[config.mk]
export PLATFORM = sky130hd
export DESIGN_NAME = gpc_pad_control
export DESIGN_NICKNAME = d
export VERILOG_FILES = /design/src/verilog/gpc_pkg.sv /design/src/verilog/gpc_pin_sync.sv /design/src/verilog/gpc_pad_control.sv
export SDC_FILE = /design/constraint.sdc
export NUM_CORES = 1
export LEC_CHECK = 0
export ABC_AREA = 0
export BUFFER_PORTS_ARGS = -buffer_cell sky130_fd_sc_hd__buf_2
export CORE_MARGIN = 5
export CORE_UTILIZATION = 41
export CTS_BUF_LIST = sky130_fd_sc_hd__clkbuf_4
export CTS_CLUSTER_DIAMETER = 50
export DETAILED_ROUTE_END_ITERATION = 16
export GPL_ROUTABILITY_DRIVEN = 0
export GPL_TIMING_DRIVEN = 0
export MAX_ROUTING_LAYER = met4
export PLACE_DENSITY = 0.75
export SLEW_MARGIN = 20
export SYNTH_ARGS = -nofsm -noshare
export SYNTH_HDL_FRONTEND = slang
export SYNTH_SLANG_ARGS = --single-unit
[constraint.sdc]
create_clock -name clk_sys_in -period 1.6 [get_ports clk_sys_in]
set_input_delay 0.24 -clock clk_sys_in [delete_from_list [all_inputs] [get_ports clk_sys_in]]
set_output_delay 0.24 -clock clk_sys_in [all_outputs]
set_load 0.01 [all_outputs]
[src/verilog/gpc_pkg.sv]
// Package for the general-purpose pin port: register map, field layout, reset values.
// Assumes a host register port that presents 6-bit addresses and 16-bit words.
package gpc_pkg;
    localparam int          NUM_PINS       = 7;
    localparam int          ADDR_W         = 6;
    localparam int          DATA_W         = 16;
    localparam logic [5:0]  ADDR_DIR       = 6'h0b;
    localparam logic [5:0]  ADDR_DOUT      = 6'h0c;
    // Direction register fields
    localparam int          DIR_DRV_LSB    = 14;
    localparam int          DIR_OEN_LSB    = 7;
    localparam int          DIR_IEN_LSB    = 0;
    // Data-out register fields
    localparam int          DOUT_DRV_LSB   = 14;
    localparam int          DOUT_SDO_LSB   = 12;
    localparam int          DOUT_CLKO_LSB  = 10;
    localparam int          DOUT_IRQ_LSB   = 8;
    localparam int          DOUT_PUP_BIT   = 7;
    localparam int          DOUT_VAL_LSB   = 0;
    // Reset values: weakest drives, all pins inputs, pull-up on
    localparam logic [15:0] DIR_RESET      = 16'h007f;
    localparam logic [15:0] DOUT_RESET     = 16'h0080;
    // Alternate status pins
    localparam int          ALT_BUSY_PIN   = 0;
    localparam int          ALT_RESULT_PIN = 1;

    typedef struct packed {
        logic [1:0] low_group_drive_strength;
        logic [1:0] high_group_drive_strength;
        logic [1:0] serial_out_drive;
        logic [1:0] clock_out_drive;
        logic [1:0] irq_drive;
        logic       irq_pullup_enable;
    } gpc_pad_ctl_t;

    typedef struct packed {
        logic [NUM_PINS-1:0] out_val;
        logic [NUM_PINS-1:0] out_en_n;
    } gpc_pin_drive_t;
endpackage : gpc_pkg

[src/verilog/gpc_pin_sync.sv]
// Two-flop synchroniser for the pin input levels.
// Assumes pins are asynchronous to clk_sys_in.
`timescale 1ns/1ps
module gpc_pin_sync (
    input  wire logic                     clk_sys_in,
    input  wire logic                     reset_n_in,
    input  wire logic [gpc_pkg::NUM_PINS-1:0] async_in,
    output logic      [gpc_pkg::NUM_PINS-1:0] sync_out
);
    logic [gpc_pkg::NUM_PINS-1:0] meta_r;

    always_ff @(posedge clk_sys_in or negedge reset_n_in) begin
        if (!reset_n_in) begin
            meta_r   <= '0;
            sync_out <= '0;
        end else begin
            meta_r   <= async_in;
            sync_out <= meta_r;
        end
    end
endmodule : gpc_pin_sync

[src/verilog/gpc_pad_control.sv]
// Pin port control: two 16-bit registers on the host register port, pad drivers,
// drive-strength and pull-up controls, and the alternate status mapping.
// Assumes a single-cycle register port on clk_sys_in; pad wires resolved outside.
//
// Notes on behaviour
// - Each of the seven pins has its own output-request and input-request bit.
// - Direction register bits 13..7 request output for pins 7..1.
// - Direction register bits 6..0 request input for pins 7..1.
// - A pin with both requests set is an input and its driver stays off, except pins 1 and 2 while alternate status is on.
// - During reset all pins float, and they come out of reset as inputs.
// - Data-out bits 6..0 give the driven level of pins 7..1 when output.
// - Direction bits 15..14 set drive of pins 1-4, reset 00 weakest.
// - Data-out bits 15..14 set drive of pins 5-7, reset 00 weakest.
// - Data-out bits 13..12, 11..10, 9..8 set serial-out, clock-out, irq drives.
// - Data-out bit 7 enables the irq pull-up, set by default.
// - With alternate status on, pin 1 shows out-of-idle and pin 2 result valid.
`timescale 1ns/1ps
module gpc_pad_control (
    input  wire logic                                 clk_sys_in,
    input  wire logic                                 reset_n_in,
    // Host register port
    input  wire logic                                 reg_wr_in,
    input  wire logic [gpc_pkg::ADDR_W-1:0]           reg_addr_in,
    input  wire logic [gpc_pkg::DATA_W-1:0]           reg_wdata_in,
    output logic      [gpc_pkg::DATA_W-1:0]           reg_rdata_out,
    // Alternate status from the transceiver core
    input  wire logic                                 alt_status_en_in,
    input  wire logic                                 core_busy_in,
    input  wire logic                                 result_valid_in,
    // Pads
    input  wire logic [gpc_pkg::NUM_PINS-1:0]         pin_in,
    output logic      [gpc_pkg::NUM_PINS-1:0]         pin_out,
    output logic      [gpc_pkg::NUM_PINS-1:0]         pin_oe_n_out,
    output logic      [gpc_pkg::NUM_PINS-1:0]         pin_data_out,
    output gpc_pkg::gpc_pad_ctl_t                     pad_ctl_out
);
    logic [gpc_pkg::DATA_W-1:0]   dir_r;
    logic [gpc_pkg::DATA_W-1:0]   dout_r;
    logic [gpc_pkg::NUM_PINS-1:0] pin_sync;
    logic [gpc_pkg::NUM_PINS-1:0] out_req;
    logic [gpc_pkg::NUM_PINS-1:0] in_req;
    logic [gpc_pkg::NUM_PINS-1:0] out_val;
    logic [gpc_pkg::NUM_PINS-1:0] drive_en;
    logic [gpc_pkg::NUM_PINS-1:0] alt_mask;
    logic [gpc_pkg::NUM_PINS-1:0] alt_val;
    logic                         wr_dir;
    logic                         wr_dout;
    gpc_pkg::gpc_pin_drive_t      drv_nxt;
    gpc_pkg::gpc_pin_drive_t      drv_r;

    assign wr_dir  = reg_wr_in && (reg_addr_in == gpc_pkg::ADDR_DIR);
    assign wr_dout = reg_wr_in && (reg_addr_in == gpc_pkg::ADDR_DOUT);

    // Reset values make every pin an input with drivers off
    always_ff @(posedge clk_sys_in or negedge reset_n_in) begin
        if (!reset_n_in) begin
            dir_r  <= gpc_pkg::DIR_RESET;
            dout_r <= gpc_pkg::DOUT_RESET;
        end else begin
            if (wr_dir) begin
                dir_r <= reg_wdata_in;
            end
            if (wr_dout) begin
                dout_r <= reg_wdata_in;
            end
        end
    end

    // Field extraction
    assign out_req = dir_r[gpc_pkg::DIR_OEN_LSB +: gpc_pkg::NUM_PINS];
    assign in_req  = dir_r[gpc_pkg::DIR_IEN_LSB +: gpc_pkg::NUM_PINS];
    assign out_val = dout_r[gpc_pkg::DOUT_VAL_LSB +: gpc_pkg::NUM_PINS];

    // Alternate status takes pins 1 and 2 regardless of direction bits
    always_comb begin
        alt_mask = '0;
        alt_val  = '0;
        alt_mask[gpc_pkg::ALT_BUSY_PIN]   = alt_status_en_in;
        alt_mask[gpc_pkg::ALT_RESULT_PIN] = alt_status_en_in;
        alt_val[gpc_pkg::ALT_BUSY_PIN]    = core_busy_in;
        alt_val[gpc_pkg::ALT_RESULT_PIN]  = result_valid_in;
    end

    // Input request wins over output request
    assign drive_en = (out_req & ~in_req) | alt_mask;

    assign drv_nxt.out_val  = (alt_mask & alt_val) | (~alt_mask & out_val & drive_en);
    assign drv_nxt.out_en_n = ~drive_en;

    // Registered pad drive; floats while reset is held
    always_ff @(posedge clk_sys_in or negedge reset_n_in) begin
        if (!reset_n_in) begin
            drv_r.out_val  <= '0;
            drv_r.out_en_n <= '1;
        end else begin
            drv_r <= drv_nxt;
        end
    end

    assign pin_out      = drv_r.out_val;
    assign pin_oe_n_out = drv_r.out_en_n;

    gpc_pin_sync u_sync (
        .clk_sys_in (clk_sys_in),
        .reset_n_in (reset_n_in),
        .async_in   (pin_in),
        .sync_out   (pin_sync)
    );

    // Pins not enabled as inputs read as zero to the core
    assign pin_data_out = pin_sync & in_req;

    assign pad_ctl_out.low_group_drive_strength  = dir_r[gpc_pkg::DIR_DRV_LSB +: 2];
    assign pad_ctl_out.high_group_drive_strength = dout_r[gpc_pkg::DOUT_DRV_LSB +: 2];
    assign pad_ctl_out.serial_out_drive          = dout_r[gpc_pkg::DOUT_SDO_LSB +: 2];
    assign pad_ctl_out.clock_out_drive           = dout_r[gpc_pkg::DOUT_CLKO_LSB +: 2];
    assign pad_ctl_out.irq_drive                 = dout_r[gpc_pkg::DOUT_IRQ_LSB +: 2];
    assign pad_ctl_out.irq_pullup_enable         = dout_r[gpc_pkg::DOUT_PUP_BIT];

    // Read mux is side-effect free; other addresses belong elsewhere and read zero
    assign reg_rdata_out = (reg_addr_in == gpc_pkg::ADDR_DIR)  ? dir_r  :
                           (reg_addr_in == gpc_pkg::ADDR_DOUT) ? dout_r : '0;
endmodule : gpc_pad_control

==> flow_summary_export.csv, run 1 <==
group,metric,value,unit
timing,rsz0062_at_grt,"true",
synth,synth_ff_type,"dfrtp_1",
synth,synth.area.top_cells,"dfrtp_1 (47%), dfstp_2 (16%), mux2_2 (10%)",
timing,layout_min_cycle_time,1.62,ns
drt,first_iter_violations,48,
global_routing,grt_usage,0.161,
layout,final_common_cell,"buf_2",
floorplanning,coreArea,5610,sq um
layout,seqCellArea,1520,sq um
layout,final_util,0.580,
hold_path,hold_path_class,"in2reg",
synth,syn_inst,162,
pwr,p_sw_frac,0.241,
floorplanning,dieWidth,86.5,um
cts,htreeDepth,3,
synth,synth_edf_count,0,
timing,tightest_slew,0.741,ns
pwr,power.switching,0.000826,W
synth,yosysWarningCount,0,
layout,antenna_cells,0,
setup_path,reg2reg_slack,0.64,ns
global_routing,grt_pass1_wl,8.86,mm
synth,syn_nets,197,
floorplanning,die-area,7490,sq um
setup_path,cp_max_fo,6,
synth,synth_seq_cells,60,
cts,cts.sinks,60,
placed_design,io_buffers,82,
layout,multi_input_area,758,sq um
timing,fmax,0.616,GHz
floorplanning,die_h,86.5,um
run,drv_cap,0,
setup_path,crit_type,"in2out",
status,outcome,"complete, but fails checks",
synth,synth.top_cell.area_share,0.469,
pwr,p_int,0.00260,W
placed_design,dpl.hpwl,3.60,mm
cts,cts_inserted_buffers,9,
timing,layout_setup_ws,-0.0231,ns
status,violations,"negative setup slack",
setup_path,start_kind,"input pin",
global_routing,first_global_vias,1800,
global_routing,grt-ovfl-total,0,
synth,yosysTopAreaCell,"dfrtp_1",
pwr,p_leak,1.70,nW
pwr,power_frac_seq,0.528,
timing,slew_headroom,0.506,
drt,via_per_inst,4.74,
drt,drt_first_pass_iters,4,
cts,ctsRootBufferMaster,"clkbuf_4",
layout,syn2layout_area_growth,35.3,%
pwr,power_frac_comb,0.140,
timing,setup_viol,11,
timing,finClkSkew,0.0128,ns
drt,routed-via-count,1639,
layout,final_cell_mix,"buf_2 (79), dfrtp_1 (45), mux2_2 (22)",
global_routing,grt_start_max_net_pins,61,
timing,hold_viol,0,
setup_path,cp_data_arrival_time,1.38,ns
pwr,ir_drop,0.607,mV
floorplanning,start_util,0.428,
synth,synth_cell_types,22,
cts,clock_latency,0.38,ns
layout,nFillCells,497,
synth,syn_area,2400,sq um
pwr,clock_power_share,0.332,
layout,final_nets,304,
drt,wirelength,5.44,mm
drt,wl_per_cell,15.7,um
layout,drive_above_1_share,0.620,
pwr,power_density,1060,nW/um^2
setup_path,cp_data_required_time,1.36,ns
global_routing,grt_antenna_before_repair,0,
timing,slew_violations,0,
synth,ys_seq_area_frac,0.633,
cts,tritoncts,"built",
synth,synthArstFlopShare,1.00,
cts,cts_buffer_depth,2,
floorplanning,ios,83,
cts,clkTransAtPathRegs,0.10,ns
timing,post-route-period-util,1.01,
synth,avgSynthCellArea,14.8,sq um
placed_design,pre_cts_ws,-0.645,ns
drt,postRouteAntennaNets,0,
floorplanning,rows,27,
setup_path,crit_path_end_kind,"output port",
drt,drc,0,
==> per-stage QoR <==
stage | hold slack [ns] | setup TNS, ns | instances | power (W) | instance area [sq um]
2_1_floorplan | -0.0556 | -2.85 | 162 | 0.00208 | 2420
3_3_place_gp | 0.332 | -15.91 | 316 | 0.00228 | 2920
3_5_place_dp | 0.335 | -17.02 | 316 | 0.00230 | 2920
4_1_cts | 0.0274 | -0.245 | 346 | 0.00348 | 3250
5_1_grt | 0.0372 | -0.806 | 346 | 0.00362 | 3250
6_report | 0.0568 | -0.134 | 346 | 0.00343 | 3250
==> power groups by stage <==
stage / registers [W] / clock network [W] / logic (W)
floorplan: 0.00183 / 0 / 0.000255
global placement: 0.00183 / 0 / 0.000445
detailed placement: 0.00184 / 0 / 0.000457
CTS: 0.00181 / 0.00117 / 0.000488
global route: 0.00184 / 0.00126 / 0.000529
finish: 0.00181 / 0.00114 / 0.000480
==> worst max-delay path: stages <==
cell and delay (ns):
buf_8 0.09, or3b_4 0.42, nor2_4 0.17, buf_4 0.18, a22o_1 0.14, buf_2 0.13
==> cells by family (layout without fill, tap and decap cells) <==
family                 after synthesis  count (layout)  share of synthesized area
buffers and inverters               23             135                     0.0635
and+or+nand+nor                     27              27                     0.0672
muxes                               34              34                      0.174
AOI/OAI and AO/OA                   18              18                     0.0625
DFF                                 60              60                      0.633
==> sequential cells by signal, summed over array words and instances, names as in the netlist <==
| signal | count |
|---|---|
| u_sync.sync_out | 7 |
| dout_r | 16 |
| pin_out | 7 |
| u_sync.meta_r | 7 |
| pin_oe_n_out | 7 |
| dir_r | 16 |
==> synthesized netlist by cell type (2+ instances only) <==
| cell type | count |
|---|---|
| mux2_4 | 10 |
| mux2i_1 | 2 |
| dfstp_2 | 15 |
| and2_1 | 7 |
| a21oi_1 | 2 |
| inv_1 | 7 |
| nand2b_1 | 5 |
| a22o_1 | 16 |
| nor2_1 | 9 |
| buf_4 | 11 |
| mux2_2 | 22 |
| clkbuf_1 | 2 |
| dfrtp_1 | 45 |
==> layout make-up <==
cell class / count / area share
Clock buffer: 9 / 0.0208
Tap cell: 72 / 0.0277
Multi-Input combinational cell: 79 / 0.233
Inverter: 7 / 0.00808
Sequential cell: 60 / 0.468
Buffer: 16 / 0.0450
Timing Repair Buffer: 96 / 0.172
Clock inverter: 7 / 0.0250
==> worst paths after layout <==
check,startpoint,end,cells after the start
setup / recovery,reg_addr_in[4],reg_rdata_out[2],6
hold / removal,alt_status_en_in,pin_oe_n_out[0]$_DFF_PN1_,2
setup reg to reg,dir_r[1]$_DFFE_PN1P_,pin_out[1]$_DFF_PN0_,3
hold reg to reg,u_sync.meta_r[2]$_DFF_PN0_,u_sync.sync_out[2]$_DFF_PN0_,0
max in group asynchronous,reset_n_in,dir_r[13]$_DFFE_PN0P_,2
min in group asynchronous,reset_n_in,pin_out[4]$_DFF_PN0_,2
==> layer usage <==
metal	part of all wire	global-route usage	up-vias
met5	0	-	-
met4	0.016	0.0694	0
met3	0.061	0.0342	8
met2	0.48	0.255	62
met1	0.44	0.199	799
li1	-	-	770
==> repair_timing <==
action                     4_1_cts  5_1_grt
gates cloned                     2        0
setup buffers                    4        0
resized for setup               15        2
hold endpoints to repair        52        0
setup endpoints to repair       22       16
pin swaps                       10        0
hold buffers                     8        0
Power figures use the tool's default switching activity.
==> inputs of run 2 (changes only) <==
--- a/config.mk
+++ b/config.mk
@@ -16,6 +16,7 @@
 export GPL_TIMING_DRIVEN = 0
 export MAX_ROUTING_LAYER = met4
 export PLACE_DENSITY = 0.75
+export RECOVER_POWER = 25
 export SLEW_MARGIN = 20
 export SYNTH_ARGS = -nofsm -noshare
 export SYNTH_HDL_FRONTEND = slang
==> flow_summary_export.csv, run 2 (synthesis results as in run 1) <==
group,metric,value,unit
setup_path,r2r-start,"dir_r[1]$_DFFE_PN1P_",
pwr,p_leak,1.70,nW
global_routing,grt_start_max_net_pins,61,
timing,slew_headroom,0.466,
setup_path,reg2regPathDepth,3,
hold_path,holdPathStages,2,
setup_path,cp_data_arrival_time,1.39,ns
layout,final_common_cell,"buf_2",
layout,reg.largest.list,"dir_r (16), dout_r (16)",
floorplanning,rows,27,
cts,cts_inserted_buffers,9,
timing,hold_viol,0,
pwr,ir_drop,0.603,mV
setup_path,cp_max_fo,5,
global_routing,grt_usage,0.161,
floorplanning,ios,83,
drt,postRouteAntennaNets,0,
drt,first_iter_violations,47,
status,violations,"negative setup slack",
layout,syn2layout_area_growth,35.3,%
setup_path,crit_type,"in2out",
setup_path,cp_data_required_time,1.36,ns
layout,stdcell_count,346,
drt,met1_length,2.40,mm
hold_path,min_to,"pin_oe_n_out[0]$_DFF_PN1_",
placed_design,dpl.hpwl,3.60,mm
setup_path,cp_num_buf_inv,3,
setup_path,reg2reg_to,"pin_out[1]$_DFF_PN0_",
setup_path,worstPathCellList,"buf_8, or3b_4, nor2_4, clkbuf_8, a22o_1, buf_2",
status,outcome,"complete, but fails checks",
hold_path,min_from,"alt_status_en_in",
pwr,power_density,1050,nW/um^2
drt,wl_per_cell,15.8,um
timing,layout_setup_ws,-0.0270,ns
layout,final_nets,304,
floorplanning,dieWidth,86.5,um
timing,finClkSkew,0.0142,ns
cts,cts.sinks,60,
timing,tightest_slew,0.800,ns
timing,setup_viol,11,
cts,clkTransAtPathRegs,0.10,ns
placed_design,place_inst,316,
cts,clock_latency,0.38,ns
drt,wl_met2,2.64,mm
layout,drive_above_1_share,0.595,
drt,dr_wl_met3,338,um
global_routing,first_global_vias,1800,
drt,top_layer,"met4",
timing,setup_tns,-0.148,ns
drt,wirelength,5.46,mm
cts,cts_buffer_depth,2,
timing,fmax,0.615,GHz
timing,whs,0.0565,ns
global_routing,grt_antenna_before_repair,0,
layout,final_cell_mix,"buf_2 (79), dfrtp_1 (45), mux2_2 (22)",
floorplanning,start_util,0.428,
global_routing,grt-ovfl-total,0,
setup_path,critPathMaxStageDelay,0.42,ns
setup_path,start_kind,"input pin",
setup_path,cp_top_family,"simple AND/OR/NAND/NOR gates",
floorplanning,die-area,7490,sq um
pwr,finalPower,0.00342,W
timing,layout_min_cycle_time,1.63,ns
cts,htreeDepth,3,
setup_path,crit_cells,6,
setup_path,slowest_stage,"or3b_4",
layout,antenna_cells,0,
run,drv_cap,0,
drt,drt_first_pass_iters,4,
timing,rsz0062_at_grt,"true",
drt,drc,0,
timing,post-route-period-util,1.02,
floorplanning,die_h,86.5,um
setup_path,crit_path_end_kind,"output port",
drt,routed-via-count,1638,
hold_path,hold_path_class,"in2reg",
cts,ctsRootBufferMaster,"clkbuf_4",
timing,slew_violations,0,
placed_design,io_buffers,82,
setup_path,reg2reg_slack,0.61,ns
drt,via_per_inst,4.73,
global_routing,grt_pass1_wl,8.86,mm
cts,tritoncts,"built",
floorplanning,coreArea,5610,sq um
[run 2: power by group]
part	internal, W	total, W	switching, W
logic	0.000281	0.000480	0.000199
clock network	0.000614	0.00114	0.000525
registers	0.00170	0.00180	0.000103
total	0.00260	0.00342	0.000827
[run 2: worst max path at each step]
stage / startpoint / slack, ns / end
2_1_floorplan: reg_addr_in[1] / -0.19 / dout_r[10]$_DFFE_PN0P_
3_3_place_gp: reg_addr_in[5] / -0.63 / reg_rdata_out[10]
3_5_place_dp: reg_addr_in[5] / -0.65 / reg_rdata_out[8]
4_1_cts: reg_addr_in[4] / -0.03 / reg_rdata_out[12]
5_1_grt: reg_addr_in[4] / -0.07 / reg_rdata_out[15]
6_report: reg_addr_in[4] / -0.03 / reg_rdata_out[8]
[run 2: per-layer routing]
metal	global-route usage	vias up
li1	-	769
met1	0.199	799
met2	0.255	62
met3	0.0342	8
met4	0.0694	0
met5	-	-
[run 2: stage by stage]
stage | utilization | worst slack, ns | area [sq um]
after floorplan | - | -0.193 | 2420
after global placement | 0.520 | -0.635 | 2920
after detailed placement | 0.521 | -0.645 | 2920
after CTS | 0.580 | -0.0289 | 3250
after global routing | 0.580 | -0.0678 | 3250
final | 0.580 | -0.0270 | 3250
[run 2: layout make-up]
type	count	area (sq um)
plain buffers	16	146
fillers	497	2360
flip-flops and latches	60	1520
repair buffers	96	561
inverters	7	26.3
clock buffers	9	67.6
multi-input cells	79	758
well taps	72	90.1
clock inverters	7	81.3
[run 2: timing repair]
item                                   in CTS  in global routing
pin swaps                                  10                  0
hold buffers                                8                  0
setup buffers                               4                  0
endpoints found under the hold margin      52                  0
resized for setup                          15                  2
setup endpoints to repair                  22                 16
cloned                                      2                  0
